## src/obt_pkg.sv

```systemverilog
// Package of constants and types for the octal registered bus transceiver.
//
// Function
// - Each direction forwards live bus data when its select is low and stored data when high.
// - The A register loads on a rising A capture clock, the B register on a rising B capture clock.
// - Capture is never gated by enables, so every capture edge stores the bus level: the device's own drive where it drives, else the pin.
// - Live selects with both enables active make each output drive back onto its own input.
// - In that mutual-drive state the A and B buses swap their values on every clock edge.
// - A-to-B enable low, B-to-A enable low and B-to-A select low drive live B data onto A.
// - Same enables with B-to-A select high drive the stored B register onto A.
// - Both enables high with A-to-B select low drive live A data onto B.
// - Both enables high with A-to-B select high drive the stored A register onto B.
// - A-to-B enable high, B-to-A enable low and both selects high drive both stored words.
// - Both enables high load A-originated data into both registers on both capture edges.
// - Both enables low load B-originated data into both registers on both capture edges.
// - The A-to-B enable (high) drives B, the B-to-A enable (low) drives A; else isolation.
// - Data comes from the opposite bus or the capture register, muxed onto three-state outputs.
`default_nettype none

package obt_pkg;

    localparam int unsigned DATA_W = 8;

    // Reset value of both capture registers and of all pin outputs.
    localparam logic [DATA_W-1:0] DATA_RST = 8'h00;

    // Reset value of the sampled capture clocks, taken as idle low.
    localparam logic CLK_RST = 1'b0;

    // Control pins of the transceiver.
    typedef struct packed {
        logic a_to_b_output_enable;
        logic b_to_a_output_enable_n;
        logic a_capture_clock;
        logic b_capture_clock;
        logic a_to_b_source_select;
        logic b_to_a_source_select;
    } obt_ctrl_t;

    // One three-state bus port driver, split into output data and enable.
    typedef struct packed {
        logic [DATA_W-1:0] dout;
        logic [DATA_W-1:0] oe;
    } obt_drv_t;

endpackage

`default_nettype wire

```

## src/obt_bit.sv

```systemverilog
// One transceiver bit slice: source muxes for both directions.
`timescale 1ns/1ps
`default_nettype none

module obt_bit #(
    parameter bit INVERT = 1'b0
) (
    // Live pin levels and stored bits.
    input  wire logic a_live_i,
    input  wire logic b_live_i,
    input  wire logic a_stored_i,
    input  wire logic b_stored_i,
    // Source selects.
    input  wire logic a_to_b_sel_i,
    input  wire logic b_to_a_sel_i,
    // Values offered to each port.
    output logic      to_b_o,
    output logic      to_a_o
);

    wire logic ab_src;
    wire logic ba_src;

    assign ab_src = a_to_b_sel_i ? a_stored_i : a_live_i;
    assign ba_src = b_to_a_sel_i ? b_stored_i : b_live_i;
    assign to_b_o = ab_src ^ INVERT;
    assign to_a_o = ba_src ^ INVERT;

endmodule

`default_nettype wire

```

## src/obt_top.sv

```systemverilog
// Octal registered bus transceiver, synchronous model of the pin behaviour.
`timescale 1ns/1ps
`default_nettype none

module obt_top #(
    parameter bit INVERT = 1'b0
) (
    // Clock and reset.
    input  wire logic                       CLK_I,
    input  wire logic                       RST_N_I,
    // Control pins.
    input  wire obt_pkg::obt_ctrl_t         CTRL_I,
    // A bus.
    input  wire logic [obt_pkg::DATA_W-1:0] A_I,
    output logic      [obt_pkg::DATA_W-1:0] A_O,
    output logic      [obt_pkg::DATA_W-1:0] A_OE_O,
    // B bus.
    input  wire logic [obt_pkg::DATA_W-1:0] B_I,
    output logic      [obt_pkg::DATA_W-1:0] B_O,
    output logic      [obt_pkg::DATA_W-1:0] B_OE_O
);

    ////////////////////////////////////////////////////////////////////////////
    // Capture clock edge detection and registers.

    logic                       a_clk_reg;
    logic                       b_clk_reg;
    logic [obt_pkg::DATA_W-1:0] a_store_reg;
    logic [obt_pkg::DATA_W-1:0] b_store_reg;
    logic [obt_pkg::DATA_W-1:0] a_store_next;
    logic [obt_pkg::DATA_W-1:0] b_store_next;
    wire logic                  a_rise;
    wire logic                  b_rise;
    wire logic                  drive_b;
    wire logic                  drive_a;
    wire logic [obt_pkg::DATA_W-1:0] to_b;
    wire logic [obt_pkg::DATA_W-1:0] to_a;
    wire logic [obt_pkg::DATA_W-1:0] a_level;
    wire logic [obt_pkg::DATA_W-1:0] b_level;

    assign a_rise = CTRL_I.a_capture_clock & ~a_clk_reg;
    assign b_rise = CTRL_I.b_capture_clock & ~b_clk_reg;

    assign drive_b = CTRL_I.a_to_b_output_enable;
    assign drive_a = ~CTRL_I.b_to_a_output_enable_n;

    // The level on a bus line is what the device really drives on it, else the pin.
    // Only the registered enable counts: a new enable reaches the pins one edge later.
    // When both directions drive live data, each output takes the other bus's level and the
    // two buses swap values on every edge without touching the capture registers.
    assign a_level = (A_OE_O & A_O) | (~A_OE_O & A_I);
    assign b_level = (B_OE_O & B_O) | (~B_OE_O & B_I);

    // Capture never depends on enables or selects; it stores the bus level.
    assign a_store_next = a_rise ? a_level : a_store_reg;
    assign b_store_next = b_rise ? b_level : b_store_reg;

    always_ff @(posedge CLK_I or negedge RST_N_I) begin
        if (!RST_N_I) begin
            a_clk_reg   <= obt_pkg::CLK_RST;
            b_clk_reg   <= obt_pkg::CLK_RST;
            a_store_reg <= obt_pkg::DATA_RST;
            b_store_reg <= obt_pkg::DATA_RST;
        end else begin
            a_clk_reg   <= CTRL_I.a_capture_clock;
            b_clk_reg   <= CTRL_I.b_capture_clock;
            a_store_reg <= a_store_next;
            b_store_reg <= b_store_next;
        end
    end

    ////////////////////////////////////////////////////////////////////////////
    // Per-bit source selection.

    genvar gi;
    generate
        for (gi = 0; gi < obt_pkg::DATA_W; gi++) begin : g_bit
            obt_bit #(
                .INVERT       (INVERT)
            ) u_bit (
                .a_live_i     (a_level[gi]),
                .b_live_i     (b_level[gi]),
                .a_stored_i   (a_store_reg[gi]),
                .b_stored_i   (b_store_reg[gi]),
                .a_to_b_sel_i (CTRL_I.a_to_b_source_select),
                .b_to_a_sel_i (CTRL_I.b_to_a_source_select),
                .to_b_o       (to_b[gi]),
                .to_a_o       (to_a[gi])
            );
        end
    endgenerate

    ////////////////////////////////////////////////////////////////////////////
    // Registered pin drivers.

    always_ff @(posedge CLK_I or negedge RST_N_I) begin
        if (!RST_N_I) begin
            A_O    <= obt_pkg::DATA_RST;
            B_O    <= obt_pkg::DATA_RST;
            A_OE_O <= obt_pkg::DATA_RST;
            B_OE_O <= obt_pkg::DATA_RST;
        end else begin
            A_O    <= to_a;
            B_O    <= to_b;
            A_OE_O <= {obt_pkg::DATA_W{drive_a}};
            B_OE_O <= {obt_pkg::DATA_W{drive_b}};
        end
    end

endmodule

`default_nettype wire

```

## config.mk

```make
export PLATFORM = sky130hd
export DESIGN_NAME = obt_top
export DESIGN_NICKNAME = d
export VERILOG_FILES = /design/src/obt_pkg.sv /design/src/obt_bit.sv /design/src/obt_top.sv
export SDC_FILE = /design/constraint.sdc
export NUM_CORES = 1
export LEC_CHECK = 0
export BUFFER_PORTS_ARGS = -buffer_cell sky130_fd_sc_hd__buf_2
export CORE_MARGIN = 5
export CORE_UTILIZATION = 45
export DETAILED_ROUTE_END_ITERATION = 10
export HOLD_SLACK_MARGIN = 0.12
export PLACE_DENSITY = 0.76
export SETUP_SLACK_MARGIN = 0.3
export SLEW_MARGIN = 40
export SYNTH_ARGS = -nofsm -noshare
export SYNTH_HDL_FRONTEND = slang
export SYNTH_SLANG_ARGS = --single-unit
```

## constraint.sdc

```tcl
create_clock -name CLK_I -period 1.6 [get_ports CLK_I]
set_input_delay 0 -clock CLK_I [delete_from_list [all_inputs] [get_ports CLK_I]]
set_output_delay 0 -clock CLK_I [all_outputs]
set_load 0.01 [all_outputs]
```

; ---- Yosys cells after proc, flatten, opt, wreduce, memory -nomap -nowiden
; Index checks and enable logic that the tools add are counted.
[word_totals]
reg_bits = 36
[classes]
mux = 16
bitwise = 13
[op_table]
columns = cell, count
row1 = 8-bit AND, 4
row2 = 1-bit 2-to-1 mux, 16
row3 = 8-bit NOT, 2
row4 = 8-bit OR, 2
row5 = 1-bit NOT, 3
row6 = 1-bit AND, 2

; ---- Longest topological paths before layout
[logic_depth]
depth_word = 4
mapped_depth = 3

; ---- By module
; Synthesis repeated with hierarchy kept, for this count alone.
[hier_totals]
hier_cells = 105
hier_area_um2 = 1775.5
[by_module_without_submodules]
columns = mod, instances, cells_each, area_per_inst_um2, seq_area_each_um2
row1 = obt_top, 1, 89, 1535.2, 900.9
row2 = obt_bit, 8, 2, 30.0, 0.0

; ---- Least setup slack after synthesis
; OpenSTA, ideal clock, no wires.
[synth_timing]
path_type = reg2reg
start = register, netlist name B_OE_O[0]
end = register A_O[0] in the netlist's numbering
setup_time_ps = 125
t_arrival_ps = 1235
slack_ps = 241
path_stages_with_launch = 4
cell_sequence = dfrtp_1 > buf_6 > mux2_4 > mux2_2
[synth_via]
elab_chain_cells = 4
[synth_rtl]
columns = element, line
row1 = 8-bit NOT, obt_top.sv:52  ; assign b_level = (B_OE_O & B_O) | (~B_OE_O & B_I);
row2 = 8-bit AND, obt_top.sv:52
row3 = 8-bit OR (*), obt_top.sv:52
row4 = 1-bit 2-to-1 mux (*), obt_bit.sv:25  ; assign ba_src = b_to_a_sel_i ? b_stored_i : b_live_i;
row5 = named net g_bit[0].u_bit.to_a_o, obt_bit.sv:18  ; output logic to_a_o
row6 = to (signal assigned), obt_top.sv:98  ; A_O <= obt_pkg::DATA_RST;
row7 = to (signal assigned), obt_top.sv:103  ; A_O <= to_a;
row8 = to (decl), obt_top.sv:15  ; output logic [obt_pkg::DATA_W-1:0] A_O,
; The timed path passes the listed nets; every way through them passes the cells marked *.
; A chain may end at the register's enable or synchronous reset.

; ---- Worst setup path after layout
[layout_timing]
start = register, netlist name B_OE_O[0]
end = register A_O[6] in the netlist's numbering
[layout_via]
elab_chain_cells = 4
[layout_rtl]
columns = element, line
row1 = 8-bit NOT, obt_top.sv:52
row2 = 8-bit AND, obt_top.sv:52
row3 = 8-bit OR (*), obt_top.sv:52
row4 = 1-bit 2-to-1 mux (*), obt_bit.sv:25
row5 = named net g_bit[6].u_bit.to_a_o, obt_bit.sv:18
; Marked as above.

==> flow_summary.toml <==
[pwr]
power_uw = 2540
leakagePower_uw = 0.00111
vdd_ir_drop_max_v = 0.000466
powerDensity_mw_per_mm2 = 1130

[worst_setup_path]
reg2reg_from = "B_OE_O[0]$_DFF_PN0_"
start_kind = "flop"
crit_fanout = 12
worst_path_max_delay_cell = "dfrtp_4"
critical_path_buf_inv_count = 0
cp.arrival_ns = 1.48
cp_cell_sequence = "mux2_4 > mux2_2"
end_kind = "flop"
critical_path_class = "reg -> reg"
crit_path_max_incr_delay_ns = 0.58
crit_family = "multiplexers"
setup.worst_path.start = "B_OE_O[0]$_DFF_PN0_"
worstPathRequired_ns = 1.77

[yosys]
yosys.area_share.xor_xnor_pct = 0
yosysTopAreaCell = "dfrtp_1"
synth_compound_area_share_pct = 0
synth-adder-area-share_pct = 0
synth_top_family_by_area = "multiplexers"
synth.avg_cell_area_um2 = 16.1
yosys.area_share.simple_pct = 0.726
yosysWarnings = 0
yosysTopAreaCellShare_pct = 52.3
syn_inst = 107
synthMuxAreaShare_pct = 38.3
synth_area_leaders = "dfrtp_1, mux2_4, mux2_2, buf_4, buf_6"
yosysUniqueCellTypes = 9
synth_nets = 131
ys_seq_area_share_pct = 52.3
syn_area_mm2 = 0.00172
ys_ff_latch = 36

[clock_network]
cts_buffers = 5
cts_num_sinks = 36
clkSlewWorstSetupHoldPaths_ns = 0.07
htreeDepth = 2
cts_tree = "yes"
cts_buffer_depth = 2
root_buffer = "clkbuf_8"
clock_latency_ns = 0.28

[finish]
drive_gt1_share_pct = 65.7
nets = 199
area.growth.synth_to_final_pct = 30.4
n_antenna_cell = 0

[timing]
relSlewSlack_pct = 70.2
hold_viol = 0
min_period_ns = 1.31
maxSlewViolCount = 0
rsz0062_at_grt = "yes"
setup_tns_ns = 0
finalSetupViolCount = 0
worstMarginPinSlew_ns = 0.447
timing.fmax_mhz = 763
holdWs_ns = 0.145
period_share_pct = 81.9
finalClockSkew_ns = 0.00768

[placement]
place_hpwl_um = 2460
routabilityCongestion = 0.717
port_buffers = 55

[global_route]
grt_pass1_wl_um = 5750
grt-ovfl-total = 0
grt_start_max_net_pins = 37
grt_usage_pct = 15.3
first_global_vias = 1179
antenna_found_initial = 0

[drt]
dr_total_vias = 1034
drt_wl_total_um = 3660
wl_per_cell_um = 16.4
ant_nets = 0
via_per_inst = 4.64
top_layer = "met4"
wl_met3_um = 187
route.met2.wl_um = 1940
drt_pre_antenna_iters = 2
wl_met1_um = 1460
drc = 0
drt_iter0_markers = 23

[outcome]
outcome = "completed"

[min_path]
hold_class = "in -> reg"
worstHoldStart = "CTRL_I[1]"

[floorplan]
dieArea_mm2 = 0.00517
die_x_um = 71.9
core_mm2 = 0.00369
die_h_um = 71.9
initial_core_util_pct = 46.7
io_pins = 56
row_count = 22

[flow_run]
max-cap-violations = 0
## stage by stage
stage | std cells | setup slack, ns | cell area, um^2 | utilization, %
finish | 223 | 0.289 | 2250 | 60.9
CTS | 223 | 0.295 | 2240 | 60.9
global route | 223 | 0.273 | 2250 | 60.9
detailed placement | 193 | 0.271 | 1940 | 52.5
floorplan | 107 | 0.320 | 1730 | -
global placement | 193 | 0.284 | 1940 | 52.5
## Yosys cell counts
cell type and n:
buf_2 2, buf_6 2, inv_1 1, buf_4 14, mux2_4 32, mux2_2 16
nor2b_1 2, clkbuf_1 2, dfrtp_1 36
## area by class of cell
cell class / count / area [um^2]
fill: 283 / 1440
sequential: 36 / 908
timing repair buffer: 81 / 526
inverter: 1 / 3.75
tap: 48 / 60.1
clock buffer: 7 / 76.3
multi-input combinational: 50 / 673
## worst paths after layout
| kind | slack, ns | end | cells past startpoint |
|---|---|---|---|
| worst max-delay path | 0.29 | A_O[6]$_DFF_PN0_ | 2 |
| worst min-delay path | 0.14 | B_O[0]$_DFF_PN0_ | 2 |
| worst max register to register | 0.29 | A_O[6]$_DFF_PN0_ | 2 |
| worst min register to register | 0.51 | a_store_reg[1]$_DFFE_PN0P_ | 1 |
| max in group asynchronous | 1.03 | A_OE_O[0]$_DFF_PN0_ | 2 |
| min in group asynchronous | 0.22 | a_store_reg[5]$_DFFE_PN0P_ | 2 |
## report_power, final
part | total [uW] | switching (uW) | internal, uW | leakage (uW)
registers | 1240 | 123 | 1120 | 0.000421
clock network | 593 | 293 | 299 | 0.0000383
logic | 711 | 258 | 452 | 0.000656
total | 2540 | 675 | 1870 | 0.00111
## routing by layer
layer / up-vias / GRT usage [%]
li1: 484 / -
met1: 518 / 15.9
met2: 26 / 27.9
met3: 6 / 4.91
met4: 0 / 6.68
met5: - / 0
## repair_timing
| action | in CTS | in global routing |
|---|---|---|
| endpoints found under the setup margin | 32 | 24 |
| resized for setup | 2 | 0 |
| hold endpoints to repair | 72 | 0 |
| pin swaps | 0 | 0 |
| buffers inserted | 2 | 0 |
| hold buffers | 21 | 0 |
## logic make-up after synthesis
group,count (synthesis)
simple gates,2
mux,48
buf+inv,21
flops,36
## layout by cell type (no fill, tap or decap)
cell | netlist | routed
mux2_4 | 32 | 32
mux2_2 | 16 | 16
nor2b_1 | 2 | 2
clkbuf_1 | 2 | 2
dfrtp_1 | 36 | 34
buf_4 | 14 | 6
clkbuf_8 | 0 | 5
dlygate4sd3_1 | 0 | 21
buf_2 | 2 | 54
dfrtp_4 | 0 | 2
inv_1 | 1 | 1
No activity file was read; power rests on OpenSTA's default activity.
